### src/hdl/rlf_pkg.sv
// package: register map, field positions, reset values and types
package rlf_pkg;
  // ************************************************************
  // register offsets (byte addresses)
  // ************************************************************
  localparam logic [11:0] OFS_MASK_CTRL = 12'h00C;
  localparam logic [11:0] OFS_FEATURES = 12'h010;
  localparam logic [11:0] OFS_STATUS = 12'h000;
  localparam logic [11:0] OFS_RING = 12'h020;
  // ************************************************************
  // mask/control register fields
  // ************************************************************
  localparam int MC_LOOKAHEAD = 5;
  localparam int MC_DEFER_DIS = 4;
  localparam int MC_MOD_BACKOFF = 3;
  // ************************************************************
  // features register fields
  // ************************************************************
  localparam int FT_TEST = 15;
  localparam int FT_BURST_DIS = 14;
  localparam int FT_TIMER = 13;
  localparam int FT_POLL_DIS = 12;
  localparam int FT_PAD = 11;
  localparam int FT_STRIP = 10;
  localparam int FT_MISS_OVF = 9;
  localparam int FT_MISS_MASK = 8;
  localparam int FT_COL_OVF = 5;
  localparam int FT_COL_MASK = 4;
  localparam int FT_TXS = 3;
  localparam int FT_TXS_MASK = 2;
  localparam int FT_JAB = 1;
  localparam int FT_JAB_MASK = 0;
  // ************************************************************
  // status register fields
  // ************************************************************
  localparam int ST_SUMMARY = 0;
  localparam int ST_RX_INT = 1;
  localparam int ST_TX_DEMAND = 2;
  localparam int ST_STOP = 3;
  // ************************************************************
  // reset values and widths
  // ************************************************************
  localparam logic [15:0] FEATURES_RST = 16'h0115;
  localparam logic [15:0] MASK_CTRL_RST = 16'h0000;
  localparam int PAD_MIN_BYTES = 64;
  localparam int RING_IDX_W = 7;
  localparam logic [1:0] RESP_OKAY = 2'h0;
  localparam logic [1:0] RESP_SLVERR = 2'h2;

  // ring descriptor view returned by the descriptor fetch engine
  typedef struct packed {
    logic own;
    logic start;
  } rlf_desc_t;

  // event strobes from the datapath
  typedef struct packed {
    logic miss_ovf;
    logic col_ovf;
    logic tx_start;
    logic jabber;
    logic twisted_pair;
    logic rx_first_done;
    logic rx_last_done;
  } rlf_evt_t;

  // feature controls driven to the datapath
  typedef struct packed {
    logic lookahead;
    logic defer_dis;
    logic mod_backoff;
    logic test_mode;
    logic burst_dis;
    logic timer_en;
    logic poll_dis;
    logic auto_pad;
    logic auto_strip;
  } rlf_ctrl_t;

  typedef enum logic [3:0] {
    SC_IDLE = 4'b0001,
    SC_FETCH = 4'b0010,
    SC_POLL = 4'b0100,
    SC_HOLD = 4'b1000
  } rlf_scan_t;
endpackage

### src/hdl/rlf_ctrl.sv
// rx look-ahead scan and feature control register bank
//
// The implementer's own choices: the register addresses and register access over AXI4-Lite.
`timescale 1ns/100ps
// Summary of operation
// - look-ahead: rx interrupt after first buffer too
// - look-ahead reads start flag to place packet
// - after last descriptor, scan to next start; done from idle only, a last buffer in hold just returns to idle
// - scan ignores ownership, clears own without start
// - host entry without start left untouched, skip
// - host-owned start entry: stop, poll periodically
// - device-owned start entry: stop, keep, wait
// - look-ahead bit rw, reset clears, stop keeps
// - deferral disable bit, reset clears, stop keeps
// - modified back-off bit rw, reset clears
// - test mode only on first features write
// - burst counter disable bit, reset clears
// - bus timer enable bit, reset clears
// - poll disable stops auto polling, demand needed
// - auto pad to 64 bytes, overrides checksum disable
// - auto strip removes pad and checksum
// - missed overflow flag w1c, mask set by reset
// - collision overflow flag w1c, cleared by stop
// - collision overflow mask set by reset
// - transmit start flag set at frame start
// - transmit start mask set by reset
// - jabber flag twisted-pair only, mask by reset
// - summary set by any unmasked cause
module rlf_ctrl #(
  parameter int POLL_CYCLES = 4096
) (
  input wire logic aclk,
  input wire logic aresetn,
  input wire logic [11:0] s_axi_awaddr,
  input wire logic s_axi_awvalid,
  output logic s_axi_awready,
  input wire logic [31:0] s_axi_wdata,
  input wire logic [3:0] s_axi_wstrb,
  input wire logic s_axi_wvalid,
  output logic s_axi_wready,
  output logic [1:0] s_axi_bresp,
  output logic s_axi_bvalid,
  input wire logic s_axi_bready,
  input wire logic [11:0] s_axi_araddr,
  input wire logic s_axi_arvalid,
  output logic s_axi_arready,
  output logic [31:0] s_axi_rdata,
  output logic [1:0] s_axi_rresp,
  output logic s_axi_rvalid,
  input wire logic s_axi_rready,
  input wire rlf_pkg::rlf_evt_t evt,
  input wire logic stop_req,
  input wire logic transmitter_on,
  input wire logic tx_desc_fetched,
  input wire logic tx_checksum_disable,
  input wire logic desc_valid,
  input wire rlf_pkg::rlf_desc_t desc,
  output logic desc_fetch,
  output logic desc_own_clear,
  output logic [rlf_pkg::RING_IDX_W-1:0] ring_idx,
  output logic rx_buffer_ready,
  output rlf_pkg::rlf_ctrl_t ctrl,
  output logic tx_checksum_append,
  output logic tx_auto_poll,
  output logic tx_demand_poll,
  output logic interrupt_summary
);
  import rlf_pkg::*;

  // ************************************************************
  // bus slave
  // ************************************************************
  logic aw_held_r, w_held_r;
  logic [11:0] awaddr_r;
  logic [31:0] wdata_r;
  logic [3:0] wstrb_r;
  logic do_wr;
  logic wr_feat, wr_mc, wr_stat;
  logic [15:0] wd;

  assign do_wr = aw_held_r && w_held_r && !s_axi_bvalid;
  assign wd = wdata_r[15:0];
  // both low byte lanes must be enabled for a 16-bit field write
  assign wr_feat = do_wr && awaddr_r == OFS_FEATURES && &wstrb_r[1:0];
  assign wr_mc = do_wr && awaddr_r == OFS_MASK_CTRL && &wstrb_r[1:0];
  assign wr_stat = do_wr && awaddr_r == OFS_STATUS && wstrb_r[0];

  always_ff @(posedge aclk) begin
    if (!aresetn) begin
      aw_held_r <= 1'b0;
      w_held_r <= 1'b0;
      awaddr_r <= 12'h000;
      wdata_r <= 32'h00000000;
      wstrb_r <= 4'h0;
      s_axi_bvalid <= 1'b0;
      s_axi_bresp <= RESP_OKAY;
    end else begin
      if (s_axi_awvalid && s_axi_awready) begin
        aw_held_r <= 1'b1;
        awaddr_r <= {s_axi_awaddr[11:2], 2'b00};
      end
      if (s_axi_wvalid && s_axi_wready) begin
        w_held_r <= 1'b1;
        wdata_r <= s_axi_wdata;
        wstrb_r <= s_axi_wstrb;
      end
      if (do_wr) begin
        aw_held_r <= 1'b0;
        w_held_r <= 1'b0;
        s_axi_bvalid <= 1'b1;
        if (awaddr_r == OFS_FEATURES || awaddr_r == OFS_MASK_CTRL ||
            awaddr_r == OFS_STATUS) begin
          s_axi_bresp <= RESP_OKAY;
        end else begin
          s_axi_bresp <= RESP_SLVERR;
        end
      end else if (s_axi_bvalid && s_axi_bready) begin
        s_axi_bvalid <= 1'b0;
      end
    end
  end

  always_ff @(posedge aclk) begin
    if (!aresetn) begin
      s_axi_awready <= 1'b0;
      s_axi_wready <= 1'b0;
    end else begin
      s_axi_awready <= !aw_held_r && !(s_axi_awvalid && s_axi_awready);
      s_axi_wready <= !w_held_r && !(s_axi_wvalid && s_axi_wready);
    end
  end

  // ************************************************************
  // control and flag state
  // ************************************************************
  logic [15:0] feat_r;
  logic [15:0] mc_r;
  logic first_feat_wr_r;
  logic stop_r;
  logic rx_int_r;
  logic demand_r;

  function automatic logic w1c_flag(input logic cur, input logic set,
                                    input logic wr, input logic one,
                                    input logic start_of_packet_flag);
    // a set in the same cycle as a clear wins
    w1c_flag = set | (cur & ~(wr & one) & ~start_of_packet_flag);
  endfunction

  always_ff @(posedge aclk) begin
    if (!aresetn) begin
      mc_r <= MASK_CTRL_RST;
    end else if (wr_mc) begin
      mc_r[MC_LOOKAHEAD] <= wd[MC_LOOKAHEAD];
      mc_r[MC_DEFER_DIS] <= wd[MC_DEFER_DIS];
      mc_r[MC_MOD_BACKOFF] <= wd[MC_MOD_BACKOFF];
    end
  end

  always_ff @(posedge aclk) begin
    if (!aresetn) begin
      first_feat_wr_r <= 1'b1;
      feat_r[FT_TEST] <= FEATURES_RST[FT_TEST];
    end else if (wr_feat) begin
      first_feat_wr_r <= 1'b0;
      // only the first write may raise it; a zero locks it clear
      feat_r[FT_TEST] <= wd[FT_TEST] & (first_feat_wr_r | feat_r[FT_TEST]);
    end
  end

  always_ff @(posedge aclk) begin
    if (!aresetn) begin
      feat_r[FT_BURST_DIS:FT_STRIP] <= FEATURES_RST[FT_BURST_DIS:FT_STRIP];
      feat_r[FT_MISS_MASK] <= FEATURES_RST[FT_MISS_MASK];
      feat_r[FT_COL_MASK] <= FEATURES_RST[FT_COL_MASK];
      feat_r[FT_TXS_MASK] <= FEATURES_RST[FT_TXS_MASK];
      feat_r[FT_JAB_MASK] <= FEATURES_RST[FT_JAB_MASK];
    end else if (wr_feat) begin
      feat_r[FT_BURST_DIS:FT_STRIP] <= wd[FT_BURST_DIS:FT_STRIP];
      feat_r[FT_MISS_MASK] <= wd[FT_MISS_MASK];
      feat_r[FT_COL_MASK] <= wd[FT_COL_MASK];
      feat_r[FT_TXS_MASK] <= wd[FT_TXS_MASK];
      feat_r[FT_JAB_MASK] <= wd[FT_JAB_MASK];
    end
  end

  always_ff @(posedge aclk) begin
    if (!aresetn) begin
      feat_r[FT_MISS_OVF] <= 1'b0;
      feat_r[FT_COL_OVF] <= 1'b0;
      feat_r[FT_TXS] <= 1'b0;
      feat_r[FT_JAB] <= 1'b0;
    end else begin
      feat_r[FT_MISS_OVF] <= w1c_flag(feat_r[FT_MISS_OVF], evt.miss_ovf,
        wr_feat, wd[FT_MISS_OVF], stop_r);
      feat_r[FT_COL_OVF] <= w1c_flag(feat_r[FT_COL_OVF], evt.col_ovf,
        wr_feat, wd[FT_COL_OVF], stop_r);
      feat_r[FT_TXS] <= w1c_flag(feat_r[FT_TXS], evt.tx_start,
        wr_feat, wd[FT_TXS], stop_r);
      feat_r[FT_JAB] <= w1c_flag(feat_r[FT_JAB],
        evt.jabber & evt.twisted_pair, wr_feat, wd[FT_JAB], stop_r);
    end
  end

  // reserved bits hold zero
  always_ff @(posedge aclk) begin
    feat_r[7:6] <= 2'b00;
  end

  // stop follows the core level; a stop write only pulses it one cycle
  always_ff @(posedge aclk) begin
    if (!aresetn) begin
      stop_r <= 1'b1;
    end else begin
      stop_r <= stop_req | (wr_stat & wd[ST_STOP]);
    end
  end

  logic rx_int_set;
  assign rx_int_set = evt.rx_last_done |
    (evt.rx_first_done & mc_r[MC_LOOKAHEAD]);

  always_ff @(posedge aclk) begin
    if (!aresetn) begin
      rx_int_r <= 1'b0;
    end else begin
      rx_int_r <= w1c_flag(rx_int_r, rx_int_set, wr_stat, wd[ST_RX_INT],
        stop_r);
    end
  end

  // demand is dropped when transmitter is off or a descriptor is fetched
  always_ff @(posedge aclk) begin
    if (!aresetn) begin
      demand_r <= 1'b0;
    end else if (stop_r || !transmitter_on) begin
      demand_r <= 1'b0;
    end else if (wr_stat && wd[ST_TX_DEMAND]) begin
      demand_r <= 1'b1;
    end else if (tx_desc_fetched) begin
      demand_r <= 1'b0;
    end
  end

  // ************************************************************
  // start-of-packet scan
  // ************************************************************
  rlf_scan_t scan_r;
  logic [rlf_pkg::RING_IDX_W-1:0] idx_r;
  logic [31:0] poll_cnt_r;

  always_ff @(posedge aclk) begin
    if (!aresetn) begin
      scan_r <= SC_IDLE;
      idx_r <= '0;
      desc_fetch <= 1'b0;
      desc_own_clear <= 1'b0;
      rx_buffer_ready <= 1'b0;
      poll_cnt_r <= 32'h00000000;
    end else begin
      desc_own_clear <= 1'b0;
      case (scan_r)
        SC_IDLE: begin
          desc_fetch <= 1'b0;
          if (evt.rx_last_done && mc_r[MC_LOOKAHEAD]) begin
            rx_buffer_ready <= 1'b0;
            idx_r <= idx_r + 1'b1;
            desc_fetch <= 1'b1;
            scan_r <= SC_FETCH;
          end
        end
        SC_FETCH: begin
          if (desc_valid) begin
            desc_fetch <= 1'b0;
            if (desc.start && desc.own) begin
              rx_buffer_ready <= 1'b1;
              scan_r <= SC_HOLD;
            end else if (desc.start) begin
              poll_cnt_r <= 32'h00000000;
              scan_r <= SC_POLL;
            end else begin
              desc_own_clear <= desc.own;
              idx_r <= idx_r + 1'b1;
              desc_fetch <= 1'b1;
            end
          end
        end
        SC_POLL: begin
          if (poll_cnt_r == 32'(POLL_CYCLES - 1)) begin
            desc_fetch <= 1'b1;
            scan_r <= SC_FETCH;
          end else begin
            poll_cnt_r <= poll_cnt_r + 32'h00000001;
          end
        end
        SC_HOLD: begin
          // descriptor stays held until the next frame ends
          if (evt.rx_last_done) begin
            scan_r <= SC_IDLE;
          end
        end
        default: scan_r <= SC_IDLE;
      endcase
    end
  end

  // ************************************************************
  // outputs to datapath
  // ************************************************************
  always_ff @(posedge aclk) begin
    if (!aresetn) begin
      ctrl <= '0;
      tx_checksum_append <= 1'b1;
      tx_auto_poll <= 1'b0;
      tx_demand_poll <= 1'b0;
      ring_idx <= '0;
    end else begin
      ctrl.lookahead <= mc_r[MC_LOOKAHEAD];
      ctrl.defer_dis <= mc_r[MC_DEFER_DIS];
      ctrl.mod_backoff <= mc_r[MC_MOD_BACKOFF];
      ctrl.test_mode <= feat_r[FT_TEST];
      ctrl.burst_dis <= feat_r[FT_BURST_DIS];
      ctrl.timer_en <= feat_r[FT_TIMER];
      ctrl.poll_dis <= feat_r[FT_POLL_DIS];
      ctrl.auto_pad <= feat_r[FT_PAD];
      ctrl.auto_strip <= feat_r[FT_STRIP];
      // auto pad forces the checksum on whatever the frame asks
      tx_checksum_append <= feat_r[FT_PAD] | ~tx_checksum_disable;
      tx_auto_poll <= transmitter_on & ~feat_r[FT_POLL_DIS];
      tx_demand_poll <= transmitter_on & demand_r;
      ring_idx <= idx_r;
    end
  end

  logic summary_nxt;
  assign summary_nxt =
    (feat_r[FT_MISS_OVF] & ~feat_r[FT_MISS_MASK]) |
    (feat_r[FT_COL_OVF] & ~feat_r[FT_COL_MASK]) |
    (feat_r[FT_TXS] & ~feat_r[FT_TXS_MASK]) |
    (feat_r[FT_JAB] & ~feat_r[FT_JAB_MASK]) |
    rx_int_r;

  always_ff @(posedge aclk) begin
    if (!aresetn) begin
      interrupt_summary <= 1'b0;
    end else begin
      interrupt_summary <= summary_nxt;
    end
  end

  // ************************************************************
  // read channel
  // ************************************************************
  always_ff @(posedge aclk) begin
    if (!aresetn) begin
      s_axi_arready <= 1'b0;
      s_axi_rvalid <= 1'b0;
      s_axi_rdata <= 32'h00000000;
      s_axi_rresp <= RESP_OKAY;
    end else begin
      s_axi_arready <= !s_axi_rvalid && !(s_axi_arvalid && s_axi_arready);
      if (s_axi_arvalid && s_axi_arready) begin
        s_axi_rvalid <= 1'b1;
        s_axi_rresp <= RESP_OKAY;
        if ({s_axi_araddr[11:2], 2'b00} == OFS_FEATURES) begin
          s_axi_rdata <= {16'h0000, feat_r};
        end else if ({s_axi_araddr[11:2], 2'b00} == OFS_MASK_CTRL) begin
          s_axi_rdata <= {16'h0000, mc_r};
        end else if ({s_axi_araddr[11:2], 2'b00} == OFS_STATUS) begin
          s_axi_rdata <= {28'h0000000, stop_r, demand_r, rx_int_r,
            summary_nxt};
        end else if ({s_axi_araddr[11:2], 2'b00} == OFS_RING) begin
          s_axi_rdata <= {21'h000000, scan_r, idx_r};
        end else begin
          s_axi_rdata <= 32'h00000000;
          s_axi_rresp <= RESP_SLVERR;
        end
      end else if (s_axi_rvalid && s_axi_rready) begin
        s_axi_rvalid <= 1'b0;
      end
    end
  end
endmodule

### config.mk
export PLATFORM = sky130hd
export DESIGN_NAME = rlf_ctrl
export DESIGN_NICKNAME = d
export VERILOG_FILES = /design/src/hdl/rlf_pkg.sv /design/src/hdl/rlf_ctrl.sv
export SDC_FILE = /design/constraint.sdc
export NUM_CORES = 1
export LEC_CHECK = 0
export BUFFER_PORTS_ARGS = -buffer_cell sky130_fd_sc_hd__clkbuf_2
export CAP_MARGIN = 20
export CORE_MARGIN = 3
export CORE_UTILIZATION = 53
export DETAILED_ROUTE_END_ITERATION = 8
export PLACE_DENSITY = 0.79
export SYNTH_ARGS = -nofsm -noshare
export SYNTH_HDL_FRONTEND = slang
export SYNTH_SLANG_ARGS = --single-unit
### constraint.sdc
create_clock -name aclk -period 2.96 [get_ports aclk]
set_input_delay 0.296 -clock aclk [delete_from_list [all_inputs] [get_ports aclk]]
set_output_delay 0.296 -clock aclk [all_outputs]
set_load 0.005 [all_outputs]
# After elaboration in Yosys (flattened, before gate mapping)
# Index checks and enable logic that the tools add are counted.
word_totals:
  out_inout_bits: 64
  input_bits: 81
  reg_bits: 158
  elab_cells: 212
op_classes:
  n_mux: 42
  addsub: 2
  reduce_logical: 47
  n_bitwise: 53
  eq_ne: 20
ops:
  columns: ["op", "n"]
  rows:
  - ["32-bit two-way mux", 4]
  - ["32-bit case mux with 2 select lines", 1]
  - ["11-bit two-way mux", 3]
  - ["32-bit by 1-bit adder with 32-bit output (second input constant)", 1]
  - ["32-bit by 12-bit equality test with 1-bit output (second input constant)", 1]
  - ["7-bit two-way mux", 4]
  - ["1-bit bitwise AND", 25]
  - ["4-bit two-way mux", 6]
  - ["10-bit by 2-bit equality test with 1-bit output (second input constant)", 2]
  - ["10-bit by 3-bit equality test with 1-bit output (second input constant)", 2]
  - ["1-bit logical AND", 19]
  - ["2-bit inequality test (second input constant)", 9]
  - ["16-bit two-way mux", 1]
  - ["4-bit case mux with 4 select lines", 1]
  - ["1-bit inverter", 15]
  - ["5-bit AND reduction", 3]
  - ["1-bit two-way mux", 14]
  - ["7-bit case mux with 2 select lines", 1]
  - ["1-bit OR", 13]
  - ["12-bit logical NOT", 1]
  - ["10-bit by 4-bit equality test with 1-bit output (second input constant)", 1]
  - ["10-bit logical NOT", 1]
  - ["2-bit two-way mux", 5]
  - ["2-bit nonzero test", 5]
  - ["16 further kinds", 26]

# Longest topological paths before layout
depth:
  word_depth: 9
  depth_mapped: 8
  ltp_nobuf: 6

# Worst setup path before layout
# OpenSTA, ideal clock, no wires.
synth_timing:
  path_kind: "register to register"
  start: "reg scan_r[1]"
  end: "reg poll_cnt_r[20]"
  path_slack_ps: 872
  t_required_ps: 2844
  arrival_ps: 1972
  stages_incl_launch_ff: 9
  n_path_buf: 2
  setup_time_ps: 116
  period_less_slack_ps: 2088
  cell_sequence: "dfxtp_1 -> or4b_1 -> buf_2 -> nor3_4 -> nor2_2 -> nor2_2 -> buf_4 -> o211ai_1 -> o211a_1"
synth_between:
  elab_chain_len: 3
  elab_cells_between_ends: 9
  classes_between: "6 x eq/ne; 1 x mux; 2 x reduce/logical"
synth_rtl:
  columns: ["element", "line", "rtl"]
  rows:
  - ["start, declared", "rlf_ctrl.sv:248", "rlf_scan_t scan_r;"]
  - ["start signal, assigned", "rlf_ctrl.sv:254", "scan_r <= SC_IDLE;"]
  - ["start signal, assigned", "rlf_ctrl.sv:269", "scan_r <= SC_FETCH;"]
  - ["start signal, assigned", "rlf_ctrl.sv:277", "scan_r <= SC_HOLD;"]
  - ["4-bit by 3-bit equality test with 1-bit output or 4-bit by 2-bit equality test with 1-bit output (tied branches)", "rlf_ctrl.sv:262", "case (scan_r)"]
  - ["2-bit inequality test (no source line) or 2-bit nonzero test (tied branches)", null, null]
  - ["5-bit AND reduction (no source line)", null, null]
  - ["end signal, assigned", "rlf_ctrl.sv:293", "poll_cnt_r <= poll_cnt_r + 32'h00000001;"]
  - ["end, declared", "rlf_ctrl.sv:250", "logic [31:0] poll_cnt_r;"]
# Several ways; a longest one is shown, not always the timed one.
# A chain may end at the register's enable or synchronous reset.

# Worst setup path after layout
layout_timing:
  start: "reg scan_r[1]"
  end: "reg poll_cnt_r[31]"
# The elaborated chain is that of the path after synthesis.

==> run_results.csv <==
group,metric,value,unit
min_path,min_from,"s_axi_awaddr[3]",
setup_path,worst_setup_path_end_kind,"flop",
clock_tree,htree_levels,4,
clock_tree,cts_buffer_depth,2,
place,hpwl,10450,um
sta,min_period,2.712,ns
sta,timing.fmax,368.8,MHz
place,place_inst,897,
sta,setup_viol,0,
clock_tree,path_clk_slew,0.07,ns
synth,ys_ff_latch,138,
synth,synth_warnings,0,
synth,synth_top_area_share,46.87,%
finish,nets,890,
grt,antenna_found_initial,0,
floorplan,start_util,55.84,%
floorplan,die_h,111.5,um
finish,fin_cells,956,
synth,synth_commonest_cells,"dfxtp_1, nand2_1, a21oi_1",
detailed_routing,top_layer_used,"met4",
grt,grt_max_degree,53,
floorplan,dieArea,12420,um2
finish,antenna_cells,0,
grt,grt_pass1_wl,26500,um
synth,ys_types,63,
setup_path,cp_max_fo,11,
synth,avgSynthCellArea,8.567,um2
clock_tree,postCtsSetupBuffers,0,
clock_tree,cts.sinks,138,
synth,seq_area_frac_synth,46.87,%
setup_path,crit_arrival,3.09,ns
pwr,ir_drop,0.4372,mV
detailed_routing,vias,5565,
detailed_routing,routedWlPerCell,16.57,um
sta,slew_headroom,32.48,%
synth,synth_area,5894,um2
synth,synth_edf_count,0,
pwr,p_leak,2.849,nW
clock_tree,clock_latency,0.53,ns
sta,rsz0062_at_grt,"false",
setup_path,worstPathRequired,3.33,ns
setup_path,critical_path_class,"reg2reg",
sta,period_share,91.61,%
floorplan,fp.dieW,111.5,um
detailed_routing,drt-pass1-iter-count,5,
setup_path,critPathLaunchType,"flop",
detailed_routing,dr_wl_met3,1273,um
place,port_buffers,102,
detailed_routing,finalWirelength,15840,um
detailed_routing,dr_wl_met2,7634,um
clock_tree,cts_resized,0,
detailed_routing,vias_per_cell,5.821,
detailed_routing,drt_iter0_drc,491,
floorplan,core,10560,um2
clock_tree,hold_buffers,27,
sta,fin_tns_setup,0,ns
pwr,totalPowerFinal,4.278,mW
sta,hold_violations,0,
finish,area_delta_synth_final,23.03,%
synth,async_flop_share,0,%
synth,synth_most_common_cell,"dfxtp_1",
sta,tightest_slew,1.004,ns
detailed_routing,ant_nets,0,
place,place_area,6420,um2
setup_path,critPathLaunch,"scan_r[1]$_SDFFE_PN0P_",
sta,skew,0.006533,ns
place,gp_congestion,0.8925,
synth,synth_top_area_cell,"dfxtp_1",
floorplan,rows,37,
finish,final_area,7252,um2
grt,gr-usage-all-layers,25.79,%
finish,drive_above_1_share,19.63,%
sta,drv_slew,0,
min_path,worstHoldPathType,"in2reg",
finish,utilization,68.71,%
synth,synthesis.instances,688,
clock_tree,numCtsBuffers,17,
synth,ys.flop_type,"dfxtp_1",
job,cap_violations,0,
clock_tree,root_buffer,"clkbuf_8",
detailed_routing,drc,0,
outcome,status,"completed",
setup_path,r2r_start,"scan_r[1]$_SDFFE_PN0P_",
synth,synth_area_leaders,"dfxtp_1, nand2_1, a21oi_1",
pwr,power_density,589.9,nW/um2
clock_tree,cts_tree,"built",
floorplan,io_pins,145,
grt,grt_pass1_vias,5532,
detailed_routing,met1_length,6616,um
grt,grt_overflow,0,
==> layout by cell type (no fill, tap or decap), drive strengths merged, types with 3 or more instances in the layout <==
| cell type | n |
|---|---|
| a211o | 6 |
| a21o | 5 |
| a21oi | 67 |
| a221oi | 8 |
| a311oi | 6 |
| a31oi | 5 |
| and2 | 22 |
| and3 | 7 |
| and4 | 5 |
| buf | 8 |
| clkbuf | 119 |
| clkinv | 3 |
| clkinvlp | 3 |
| conb | 18 |
| dfxtp | 138 |
| dlygate4sd3 | 27 |
| inv | 26 |
| mux2 | 3 |
| mux2i | 15 |
| nand2 | 104 |
| nand2b | 3 |
| nand3 | 26 |
| nand4 | 9 |
| nor2 | 60 |
| nor2b | 3 |
| nor3 | 27 |
| nor4 | 18 |
| nor4b | 3 |
| o211ai | 4 |
| o21a | 3 |
| o21ai | 13 |
| or3 | 8 |
| or4 | 4 |
| or4b | 3 |
| xnor2 | 7 |
| xor2 | 7 |
==> path summary, 6_finish.rpt <==
| kind | cells after the start | end | slack (ns) |
|---|---|---|---|
| setup / recovery | 6 | poll_cnt_r[31]$_SDFFE_PN0P_ | 0.25 |
| hold / removal | 3 | awaddr_r[3]$_SDFFE_PN0P_ | 0.03 |
| setup reg to reg | 6 | poll_cnt_r[31]$_SDFFE_PN0P_ | 0.25 |
| hold reg to reg | 2 | awaddr_r[9]$_SDFFE_PN0P_ | 0.45 |
==> cells by family (layout without fill, tap and decap cells) <==
group                    count (synthesis)  after routing  synth area share [%]
multiplexers                            18             18                 3.120
AND/OR/NAND/NOR                        309            309                 27.04
buffers and inverters                   71            186                 5.922
adder cells (fa/ha/maj)                  2              2                0.4245
AO/OA/AOI/OAI                          135            135                 14.48
other                                    1             18               0.06362
flip-flops                             138            138                 46.87
XOR/XNOR                                14             14                 2.080
==> stage by stage <==
step	worst slack, ns	hold slack (ns)
after floorplan	0.8718	0.3726
after global placement	0.4096	0.4370
after detailed placement	0.3060	0.4450
after CTS	0.2998	0.001302
after global routing	0.1162	0.01597
final	0.2483	0.02753
==> report_power, final <==
part	leakage, nW	switching [mW]	internal [mW]
Combinational	1.46	0.189	0.136
Clock	0.268	0.913	1.08
Sequential	1.12	0.0519	1.91
Total	2.85	1.15	3.12
==> critical path: stages (launching register included) <==
cell	delay (ns)
dfxtp_1	0.51
or4b_1	0.64
nor3_4	0.44
nor4_4	0.16
nor2_2	0.46
o211ai_1	0.17
nor3b_1	0.17
==> sequential cells by signal, indices dropped and copies added (netlist names), 2 cells and up <==
name and flops:
poll_cnt_r 32, s_axi_rdata 16, feat_r 14, wdata_r 14, awaddr_r 10, ctrl 9, idx_r 7, ring_idx 7
scan_r 4, mc_r 3, wstrb_r 2
==> cell type report <==
class                      count  area (um2)
inverter                      17       63.81
clock buffer                  17       414.1
tap                          136       170.2
multi-input combinational    496        2853
clock inverter                15       147.6
fill                         778        3303
timing repair buffer         137       840.8
sequential                   138        2763
==> routing by layer <==
| metal | vias to the layer above | GRT usage [%] |
|---|---|---|
| met3 | 38 | 6.413 |
| met2 | 288 | 41.98 |
| li1 | 2635 | - |
| met5 | - | 0 |
| met1 | 2604 | 32.64 |
| met4 | 0 | 11.19 |
(Power assumes the default switching activity.)
